### src/clk_fanout_pkg.sv
// constants for the loop clock fan-out driver model
// assumes a 25 MHz core clock that samples all pins
package clk_fanout_pkg;
  localparam int unsigned CORE_PERIOD_NS = 40;
  localparam int unsigned PD_FREQ_KHZ    = 1000;
  localparam int unsigned PD_PERIOD_NS   = 1000000 / PD_FREQ_KHZ;
  // longest reference period still counted as a live clock
  localparam logic [5:0]  PD_LIMIT_CYC   = 6'(PD_PERIOD_NS / CORE_PERIOD_NS);
  localparam int unsigned STAB_TIME_US   = 1;
  localparam int unsigned STAB_TIME_MS   = 1;
  localparam int unsigned STAB_CYC       = (STAB_TIME_MS * 1000000) / CORE_PERIOD_NS;
  localparam int unsigned PER_W          = 6;
  localparam int unsigned STAB_W         = 15;
  localparam logic [PER_W-1:0] PER_SAT   = 6'h3_f;
  localparam logic [PER_W-1:0] PER_TOL   = 6'h0_1;
  localparam logic [2:0]  ALIGN_N        = 3'h4;
  localparam int unsigned BANK_A_W       = 5;
  localparam int unsigned BANK_B_W       = 4;
endpackage

### src/clk_fanout_driver.sv
// digital model of a loop clock driver with two output banks
// assumes all pins are asynchronous to core_clk_in; reference far slower than it
`timescale 1ns/10ps
`default_nettype none
// Overview of operation
// - bank a enable low holds five bank a outputs low, high copies the feedback output
// - bank b enable low holds four bank b outputs low, high copies the feedback output
// - loop supply present and reference under 1 MHz: power down, all clock outputs low
// - strap grounded bypasses loop: delayed reference to feedback and enabled banks
// - loop mode outputs high for half the reference period, rounded down, regardless of reference duty
// - loop mode feedback output runs outside power down, independent of bank enables
// - feedback input aligned to reference edge once locked
// - lock at the end of the stabilisation interval after start or reference change, or sooner after four aligned reference edges
// - lock reached within 1 ms of a stable reference
module clk_fanout_driver
#(
  parameter int unsigned STAB_CYC = clk_fanout_pkg::STAB_CYC
)
(
  input  wire logic                                   core_clk_in,
  input  wire logic                                   arst_n_in,
  input  wire logic                                   ce_in,
  input  wire logic                                   ref_clk_in,
  input  wire logic                                   feedback_in,
  input  wire logic                                   bank_a_enable_in,
  input  wire logic                                   bank_b_enable_in,
  input  wire logic                                   loop_supply_strap_in,
  output logic [clk_fanout_pkg::BANK_A_W-1:0]         bank_a_clock_out,
  output logic [clk_fanout_pkg::BANK_B_W-1:0]         bank_b_clock_out,
  output logic                                        feedback_out,
  output logic                                        locked_out,
  output logic                                        power_down_out
);
  localparam int unsigned PW = clk_fanout_pkg::PER_W;
  localparam int unsigned SW = clk_fanout_pkg::STAB_W;
  localparam logic [SW-1:0] STAB_LAST = SW'(STAB_CYC - 1);

  // ***************************************
  // state
  // ***************************************
  typedef struct packed {
    logic [1:0]                              ref_s;
    logic [1:0]                              fb_s;
    logic [1:0]                              ena_s;
    logic [1:0]                              enb_s;
    logic [1:0]                              strap_s;
    logic                                    fb_prev;
    logic [PW-1:0]                           phase;
    logic                                    gen;
    logic [PW-1:0]                           lead;
    logic [PW-1:0]                           meas;
    logic                                    meas_on;
    logic [PW-1:0]                           hi_run;
    logic [PW-1:0]                           p_last;
    logic [SW-1:0]                           stab;
    logic [2:0]                              align;
    logic                                    locked;
    logic                                    pd;
    logic                                    byp;
    logic [clk_fanout_pkg::BANK_A_W-1:0]     a_out;
    logic [clk_fanout_pkg::BANK_B_W-1:0]     b_out;
    logic                                    fbo;
  } drv_t;

  drv_t s_reg;
  drv_t s_next;

  logic          ref_rise;
  logic [PW-1:0] period;
  logic          slow;

  ref_freq_detector u_det
  (
    .core_clk_in (core_clk_in),
    .arst_n_in   (arst_n_in),
    .ce_in       (ce_in),
    .ref_sync_in (s_reg.ref_s[1]),
    .rise_out    (ref_rise),
    .period_out  (period),
    .slow_out    (slow)
  );

  // circular distance from b forward to a inside one period p
  function automatic logic [PW-1:0] circ_dist(input logic [PW-1:0] a, input logic [PW-1:0] b,
                                              input logic [PW-1:0] p);
    circ_dist = (a >= b) ? (a - b) : PW'(a + p - b);
  endfunction

  // ***************************************
  // next state
  // ***************************************
  logic          fb_rise;
  logic          loop_mode;
  logic          changed;
  logic [PW-1:0] rise_at;
  logic          gen_n;

  always_comb
  begin
    s_next         = s_reg;
    s_next.ref_s   = {s_reg.ref_s[0], ref_clk_in};
    s_next.fb_s    = {s_reg.fb_s[0], feedback_in};
    s_next.ena_s   = {s_reg.ena_s[0], bank_a_enable_in};
    s_next.enb_s   = {s_reg.enb_s[0], bank_b_enable_in};
    s_next.strap_s = {s_reg.strap_s[0], loop_supply_strap_in};
    s_next.fb_prev = s_reg.fb_s[1];
    s_next.byp     = s_reg.ref_s[1];
    fb_rise        = s_reg.fb_s[1] & ~s_reg.fb_prev;
    loop_mode      = s_reg.strap_s[1];
    // zero span: distance wraps modulo the counter width
    changed        = ref_rise && (circ_dist(period, s_reg.p_last, 6'h0_0) > clk_fanout_pkg::PER_TOL)
                     && (circ_dist(s_reg.p_last, period, 6'h0_0) > clk_fanout_pkg::PER_TOL);

    // generated clock: rises lead cycles ahead of the next reference edge
    s_next.phase = ref_rise ? '0 : PW'(s_reg.phase + 6'h0_1);
    rise_at      = (period > s_reg.lead) ? PW'(period - s_reg.lead) : '0;
    gen_n        = (period != '0) && (circ_dist(s_reg.phase, rise_at, period) < (period >> 1));
    s_next.gen   = gen_n;
    s_next.hi_run = s_reg.gen ? PW'(s_reg.hi_run + 6'h0_1) : '0;

    // loop delay from generated rise to returning feedback edge
    if (gen_n && !s_reg.gen)
    begin
      s_next.meas    = '0;
      s_next.meas_on = 1'b1;
    end
    else if (s_reg.meas_on)
    begin
      s_next.meas = PW'(s_reg.meas + 6'h0_1);
    end
    if (fb_rise && s_reg.meas_on && !(gen_n && !s_reg.gen))
    begin
      // reference rise shows with phase one short of a full period
      s_next.lead    = PW'(s_reg.meas + 6'h0_2);
      s_next.meas_on = 1'b0;
    end

    // power down and lock tracking
    s_next.pd = loop_mode && slow;
    if (ref_rise)
    begin
      s_next.p_last = period;
    end
    if (s_reg.pd || !loop_mode || changed)
    begin
      s_next.stab   = '0;
      s_next.align  = '0;
      s_next.locked = 1'b0;
    end
    else
    begin
      if (s_reg.stab != STAB_LAST)
      begin
        s_next.stab = SW'(s_reg.stab + 15'h0_001);
      end
      if (ref_rise)
      begin
        s_next.align = fb_rise ? ((s_reg.align == clk_fanout_pkg::ALIGN_N) ? s_reg.align
                                  : 3'(s_reg.align + 3'h1)) : '0;
      end
      if (s_reg.stab == STAB_LAST || s_reg.align == clk_fanout_pkg::ALIGN_N)
      begin
        s_next.locked = 1'b1;
      end
    end

    // output stage
    if (!loop_mode)
    begin
      s_next.fbo   = s_reg.byp;
      s_next.a_out = {clk_fanout_pkg::BANK_A_W{s_reg.byp & s_reg.ena_s[1]}};
      s_next.b_out = {clk_fanout_pkg::BANK_B_W{s_reg.byp & s_reg.enb_s[1]}};
    end
    else if (s_reg.pd)
    begin
      s_next.fbo   = 1'b0;
      s_next.a_out = '0;
      s_next.b_out = '0;
    end
    else
    begin
      s_next.fbo   = s_reg.gen;
      s_next.a_out = {clk_fanout_pkg::BANK_A_W{s_reg.gen & s_reg.ena_s[1]}};
      s_next.b_out = {clk_fanout_pkg::BANK_B_W{s_reg.gen & s_reg.enb_s[1]}};
    end
  end

  always_ff @(posedge core_clk_in or negedge arst_n_in)
  begin
    if (!arst_n_in)
    begin
      s_reg <= '0;
    end
    else if (ce_in)
    begin
      s_reg <= s_next;
    end
  end

  assign bank_a_clock_out = s_reg.a_out;
  assign bank_b_clock_out = s_reg.b_out;
  assign feedback_out     = s_reg.fbo;
  assign locked_out       = s_reg.locked;
  assign power_down_out   = s_reg.pd;

  // ***************************************
  // assertions
  // ***************************************
  a_bank_a_off: assert property (@(posedge core_clk_in) disable iff (!arst_n_in)
    ce_in && !s_reg.ena_s[1] |=> bank_a_clock_out == '0)
    else $error("bank a not low while disabled");
  a_bank_b_off: assert property (@(posedge core_clk_in) disable iff (!arst_n_in)
    ce_in && !s_reg.enb_s[1] |=> bank_b_clock_out == '0)
    else $error("bank b not low while disabled");
  a_pwr_down_low: assert property (@(posedge core_clk_in) disable iff (!arst_n_in)
    ce_in && s_reg.pd && s_reg.strap_s[1] |=> !feedback_out && bank_a_clock_out == '0 && bank_b_clock_out == '0)
    else $error("outputs active in power down");
  a_bypass_copy: assert property (@(posedge core_clk_in) disable iff (!arst_n_in)
    ce_in && !s_reg.strap_s[1] |=> feedback_out == $past(s_reg.ref_s[1], 2))
    else $error("bypass feedback not a delayed reference");
  a_duty_half: assert property (@(posedge core_clk_in) disable iff (!arst_n_in)
    ce_in && s_reg.locked && s_reg.gen && !s_next.gen && !ref_rise |-> s_reg.hi_run == PW'((period >> 1) - 6'h0_1))
    else $error("generated high time not half period");
  a_fb_free_run: assert property (@(posedge core_clk_in) disable iff (!arst_n_in)
    ce_in && s_reg.strap_s[1] && !s_reg.pd |=> feedback_out == $past(s_reg.gen))
    else $error("feedback output not following loop clock");
  a_unlock_change: assert property (@(posedge core_clk_in) disable iff (!arst_n_in)
    ce_in && changed && s_reg.strap_s[1] |=> !locked_out ##1 !locked_out)
    else $error("lock kept across reference change");
  a_lock_bound: assert property (@(posedge core_clk_in) disable iff (!arst_n_in)
    ce_in && s_reg.stab == STAB_LAST && !s_reg.pd && s_reg.strap_s[1] && !changed |=> locked_out)
    else $error("no lock at end of stabilisation");
  a_pd_exit: assert property (@(posedge core_clk_in) disable iff (!arst_n_in)
    ce_in && s_reg.pd |=> s_reg.stab == '0 && !locked_out)
    else $error("stabilisation not restarted from power down");
endmodule
`default_nettype wire

### src/ref_freq_detector.sv
// reference period meter and slow-clock detector
// assumes ref_sync_in is already synchronised to core_clk_in
`timescale 1ns/10ps
`default_nettype none
module ref_freq_detector
(
  input  wire logic                                core_clk_in,
  input  wire logic                                arst_n_in,
  input  wire logic                                ce_in,
  input  wire logic                                ref_sync_in,
  output logic                                     rise_out,
  output logic [clk_fanout_pkg::PER_W-1:0]         period_out,
  output logic                                     slow_out
);
  typedef struct packed {
    logic                              prev;
    logic [clk_fanout_pkg::PER_W-1:0]  cnt;
    logic [clk_fanout_pkg::PER_W-1:0]  period;
    logic                              slow;
  } det_t;

  det_t s_reg;
  det_t s_next;

  assign rise_out   = ref_sync_in & ~s_reg.prev;
  assign period_out = s_reg.period;
  assign slow_out   = s_reg.slow;

  always_comb
  begin
    s_next      = s_reg;
    s_next.prev = ref_sync_in;
    if (s_reg.cnt != clk_fanout_pkg::PER_SAT)
    begin
      s_next.cnt = s_reg.cnt + 6'h0_1;
    end
    // no edge for too long: slow or missing reference
    if (s_reg.cnt > clk_fanout_pkg::PD_LIMIT_CYC)
    begin
      s_next.slow = 1'b1;
    end
    if (rise_out)
    begin
      s_next.cnt    = 6'h0_1;
      s_next.period = s_reg.cnt;
      s_next.slow   = (s_reg.cnt > clk_fanout_pkg::PD_LIMIT_CYC);
    end
  end

  always_ff @(posedge core_clk_in or negedge arst_n_in)
  begin
    if (!arst_n_in)
    begin
      s_reg <= '{prev: 1'b0, cnt: 6'h0_0, period: 6'h0_0, slow: 1'b1};
    end
    else if (ce_in)
    begin
      s_reg <= s_next;
    end
  end
endmodule
`default_nettype wire

### config.mk
export PLATFORM = sky130hd
export DESIGN_NAME = clk_fanout_driver
export DESIGN_NICKNAME = d
export VERILOG_FILES = /design/src/clk_fanout_pkg.sv /design/src/clk_fanout_driver.sv /design/src/ref_freq_detector.sv
export SDC_FILE = /design/constraint.sdc
export NUM_CORES = 1
export LEC_CHECK = 0
export ABC_AREA = 1
export BUFFER_PORTS_ARGS = -buffer_cell sky130_fd_sc_hd__buf_4
export CELL_PAD_IN_SITES_DETAIL_PLACEMENT = 2
export CELL_PAD_IN_SITES_GLOBAL_PLACEMENT = 2
export CORE_MARGIN = 4
export CORE_UTILIZATION = 38
export DETAILED_ROUTE_END_ITERATION = 7
export GPL_TIMING_DRIVEN = 0
export PLACE_DENSITY = 0.92
export SYNTH_ARGS = -nofsm -noshare
export SYNTH_HDL_FRONTEND = slang
export SYNTH_SLANG_ARGS = --single-unit
### constraint.sdc
create_clock -name core_clk_in -period 4.94 [get_ports core_clk_in]
set_input_delay 0.494 -clock core_clk_in [delete_from_list [all_inputs] [get_ports core_clk_in]]
set_output_delay 0.494 -clock core_clk_in [all_outputs]
set_load 0.02 [all_outputs]
==> out/metrics.yaml, run 1 <==
finalNetCount: 762
path_max_fanout: 10
hp-class: "in -> async"
syn_avg_cell_area_um2: 7.79
relSlewSlack_pct: 33.6
cts_sinks: 74
r2r-end: "s_reg[51]"
wire_per_inst_um: 23.9
synth_warnings: 0
crit_start: "u_det.period_out[0]"
netlist_instances: 669
core_um2: 13300
skew_ns: 0.0106
max-cap-violations: 0
outcome: "finished, final reports clean"
finalNonFillerCells: 885
hpwl_um: 13200
ant_nets: 0
first_global_vias: 5834
htreeDepth: 3
antenna_cells: 0
fillers: 1521
yosysUniqueCellTypes: 40
crit_path_end_kind: "flop"
drt_iter0_markers: 190
clk_pin_slew_ns: 0.07
fin_crit_sh_pct: 99.2
synth_xor_xnor_area_share_pct: 5.88
reg2reg_slack_ns: 0.04
synth.cell_area_um2: 5210
cts_buffer_depth: 2
start_util_pct: 39.0
dr.pass1.iters: 4
reg2reg_from: "u_det.period_out[0]"
finalCriticalPeriod_ns: 4.90
syn_nets: 727
grt_overflow: 0
cp.arrival_ns: 5.12
max_freq_ghz: 0.204
synth_seq_cells: 74
die_h_um: 125
synth_top_area_cell: "dfrtp_1"
tightest_slew_ns: 0.996
yosys.area_share.simple_pct: 26.9
syn2layout_area_growth_pct: 14.3
path_class: "reg -> reg"
yosysMostFrequentCell: "nand2_1"
track_usage_pct: 26.8
synthAdderAreaFrac_pct: 13.3
start_kind: "flop"
synth_top_cells_by_count: "nand2_1, inv_1, dfrtp_1"
grt_pass1_wl_um: 33100
r2r_cells: 29
synth_edf_count: 0
cts_buffers: 9
ys.flop_type: "dfrtp_1"
die_area_um2: 15700
vias: 4896
critPathRequiredTime_ns: 5.16
io_buffer_count: 19
yosysSeqAreaShare_pct: 35.6
synth_top_family_by_area: "simple AND/OR/NAND/NOR gates"
largest_reg_flops: 48
synth_top_area_share_pct: 35.1
grt_max_degree: 75
remaining_drc_errors: 0
top_level_ports: 20
vias_per_cell: 5.53
synthArstFlopShare_pct: 100
crit_path_max_incr_delay_ns: 0.49
cpMostUsedCell: "inv_1"
wl_um: 21200
drive_above_1_share_pct: 12.7
finalHoldViolCount: 0
synth_mux_area_share_pct: 0.816
die_x_um: 125
antenna_found_initial: 0
clockRootBuffer: "clkbuf_16"
placed_cells: 864
finalWeightedCongestion: 0.847
cts_tree: "built"
setup_viol_count_final: 0
synthTopCellsByArea: "dfrtp_1, nand2_1, ha_1, inv_1, xor2_1"
clock_latency_ns: 0.35
row_count: 42
synth-compound-area-share_pct: 7.44
finalMaxSlewViolations: 0
crit_slowest_cell: "fa_1"
-- worst max-delay path by stage --
stage	end	slack, ns
6_report	s_reg[51]	0.04
5_1_grt	s_reg[51]	-0.12
4_1_cts	s_reg[51]	0.05
3_5_place_dp	s_reg[51]	-0.19
3_3_place_gp	s_reg[45]	0.11
2_1_floorplan	s_reg[49]	0.82
-- area by class of cell --
type	count	area (um2)	area share, %
Timing Repair Buffer	24	180	3.03
Clock buffer	10	229	3.84
Sequential cell	74	1850	31.1
Multi-Input combinational cell	474	2890	48.5
Inverter	100	375	6.30
Tap cell	176	220	3.70
Clock inverter	6	57.6	0.966
Buffer	21	149	2.50
-- critical path: cells and delay by family, from the launching register on --
kind	cells	cell delay, ns
compound gates	3	0.32
xor+xnor	1	0.20
fa+ha+maj	5	1.57
buf+inv	9	0.79
flops	1	0.39
mux	1	0.22
simple gates	10	1.28
-- layout by cell type (no fill, tap or decap), drive strengths merged, types with 17 or more instances in the layout --
| cell type | instances |
|---|---|
| buf | 40 |
| o21ai | 41 |
| a21oi | 17 |
| nand3 | 48 |
| nand2 | 178 |
| inv | 99 |
| nor2 | 55 |
| xor2 | 28 |
| ha | 41 |
| dfrtp | 73 |
-- kinds of logic (layout without fill, tap and decap cells) --
family                     count (synthesis)  count (layout)
and+or+nand+nor                          315             315
buffers and inverters                    121             161
DFF                                       74              74
AOI/OAI and AO/OA                         70              70
adders and majority gates                 50              50
xor gates and xnor gates                  35              35
muxes                                      4               4
-- through the flow --
stage	util [%]	instance area (um2)	setup slack, ns	setup TNS [ns]	hold slack, ns
5_1_grt	44.6	5960	-0.119	-0.984	0.361
3_5_place_dp	41.8	5570	-0.191	-1.80	0.474
3_3_place_gp	41.8	5570	0.114	0	0.455
4_1_cts	44.1	5880	0.0451	0	0.350
2_1_floorplan	-	5210	0.819	0	0.198
6_report	44.6	5960	0.0406	0	0.300
-- what timing repair did --
| item | in CTS | in global routing |
|---|---|---|
| hold buffers | 0 | 0 |
| buffers inserted | 1 | 4 |
| endpoints found under the setup margin | 13 | 13 |
| resized for setup | 3 | 16 |
| pin swaps | 1 | 10 |
-- metal layers --
layer	wire [um]	up-vias	global-route usage (%)	part of all wire, %
met2	11600	128	50.6	55
li1	-	2193	-	-
met4	813	0	13.0	3.8
met1	8140	2518	29.6	38
met3	639	57	3.41	3.0
met5	0	-	0	0
Power of run 1 is left out: the tool's default activity adds up to more than one toggle a clock period on the data nets, which glitch-free logic cannot reach.
==> run 2: changes to the inputs <==
Settings changed: BUFFER_PORTS_ARGS -buffer_cell sky130_fd_sc_hd__buf_4 to -buffer_cell sky130_fd_sc_hd__clkbuf_2.
==> run 2 against run 1 <==
Against the previous run:
- clock-buffer cell count grew 1
- register-to-register slack improved by 0.15 ns
- non-clock buffer count up 1
- via count is 0.49% lower
==> out/metrics.yaml, run 2 (same netlist as run 1, synthesis figures left out) <==
outcome: "finished, final reports clean"
crit_slowest_cell: "fa_1"
crit_start: "u_det.period_out[0]"
met2_usage_pct: 49.8  # -0.85 points
cts_buffer_depth: 2  # unchanged
drt_iter0_markers: 209  # +10%
finalWeightedCongestion: 0.873  # +3.1%
hpwl_um: 13900  # +5.3%
cp.arrival_ns: 4.97  # -0.15 ns
remaining_drc_errors: 0  # unchanged
die_area_um2: 15700  # unchanged
syn2layout_area_growth_pct: 14.8
io_buffer_count: 19  # unchanged
largest_reg_flops: 48  # unchanged
finalMaxSlewViolations: 0  # unchanged
crit_path_end_kind: "flop"
ant_nets: 0  # unchanged
clockRootBuffer: "clkbuf_16"
fin_hold_ws_ns: 0.0718  # -0.228 ns
max-cap-violations: 0  # unchanged
tightest_slew_ns: 0.793  # -0.203 ns
final_common_cell: "nand2_1"
finalNetCount: 763  # +0.13%
cts_buffers: 9  # unchanged
fin_area_um2: 5980  # +0.46%
vias_per_cell: 5.50  # -0.60%
core_um2: 13300  # unchanged
grt_overflow: 0  # unchanged
max_freq_ghz: 0.210  # +3.1%
die_h_um: 125  # unchanged
fin_setup_tns_ns: 0  # unchanged
row_count: 42  # unchanged
clk_pin_slew_ns: 0.07  # about the same
relSlewSlack_pct: 46.7  # +13 points
track_usage_pct: 26.8  # -0.090 points
cpMostUsedCell: "inv_1"
gr-usage-met3_pct: 4.09  # +0.68 points
layout_common_cells: "nand2_1, inv_1, dfrtp_1"
fin_crit_sh_pct: 96.2  # -3.0 points
reg2reg_from: "u_det.period_out[0]"
clock_latency_ns: 0.35  # about the same
grtUsageMet1_pct: 29.6  # +0.042 points
start_kind: "flop"
wl_um: 20500  # -3.1%
htreeDepth: 3  # unchanged
die_x_um: 125  # unchanged
dr.pass1.iters: 4  # unchanged
setup_viol_count_final: 0  # unchanged
first_global_vias: 5846  # +0.21%
r2r_cells: 27  # -6.9%
vias: 4872  # -0.49%
cts_tree: "built"
path_class: "reg -> reg"
start_util_pct: 39.0  # unchanged
wire_per_inst_um: 23.2  # -3.2%
critPathRequiredTime_ns: 5.16  # about the same
grt_pass1_wl_um: 33000  # -0.25%
top_level_ports: 20  # unchanged
crit_path_max_incr_delay_ns: 0.50  # about the same
top_usage_layer: "met2"
antenna_cells: 0  # unchanged
grt_max_degree: 55  # -27%
finalHoldViolCount: 0  # unchanged
finalCriticalPeriod_ns: 4.75  # -0.146 ns
skew_ns: 0.0124  # +0.00184 ns
cts_sinks: 74  # unchanged
place_area_um2: 5560  # -0.31%
antenna_found_initial: 0  # unchanged
hp-class: "in -> async"
path_max_fanout: 10  # unchanged
drive_above_1_share_pct: 12.8  # +0.12 points
## run 2: changes by cell type in the layout (fill, tap and decap cells not counted), sizes merged
cell,before,now
buf,40,22
bufinv,1,2
clkbuf,15,35
clkinv,5,4
clkinvlp,1,0
## run 2: worst paths after layout
path | to | slack, ns
max in group asynchronous | u_det.slow_out | 4.22
worst max-delay path | s_reg[47] | 0.19
worst max register to register | s_reg[47] | 0.19
worst min-delay path | s_reg[14] | 0.07
worst min register to register | s_next[71] | 0.50
min in group core_clk_in | s_next[71] | 0.38
## run 2: cell type report
class                           instances  area [um2]
Sequential cell                        74        1860
Tap cell                              176         220
Timing Repair Buffer                   25         163
Inverter                              100         378
Clock inverter                          5        78.8
Clock buffer                           11         233
Buffer                                 21         149
Multi-Input combinational cell        474        2910
Fill cell                            1540        7360
## run 2: critical path: cells and delay by family (launching register included)
kind | cells | cell delay (ns)
flops | 1 | 0.43
xor+xnor | 1 | 0.15
fa+ha+maj | 5 | 1.87
buf+inv | 7 | 0.64
simple gates | 11 | 1.05
compound gates | 3 | 0.47
## run 2: stage by stage
step                std cells  utilization, %  worst slack [ns]
detailed placement        865            41.6            -0.233
global placement          864            41.4             0.146
floorplan                 669               -             0.819
global route              886            44.8           -0.0233
finish                    886            44.8             0.187
CTS                       881            44.2            0.0151
## run 2: timing repair
item | 4_1_cts | 5_1_grt
setup endpoints to repair | 14 | 14
gates resized for setup | 7 | 13
setup buffers | 0 | 5
pin swaps | 1 | 10
hold buffers | 0 | 0
## run 2: per-layer routing
metal / up-vias / share of wire (%) / wire (um)
met5: - / 0 / 0
met4: 0 / 4.8 / 982
met3: 63 / 2.4 / 493
met2: 131 / 54 / 11100
met1: 2476 / 39 / 7970
li1: 2202 / - / -
Power of run 2 is left out for the same reason.
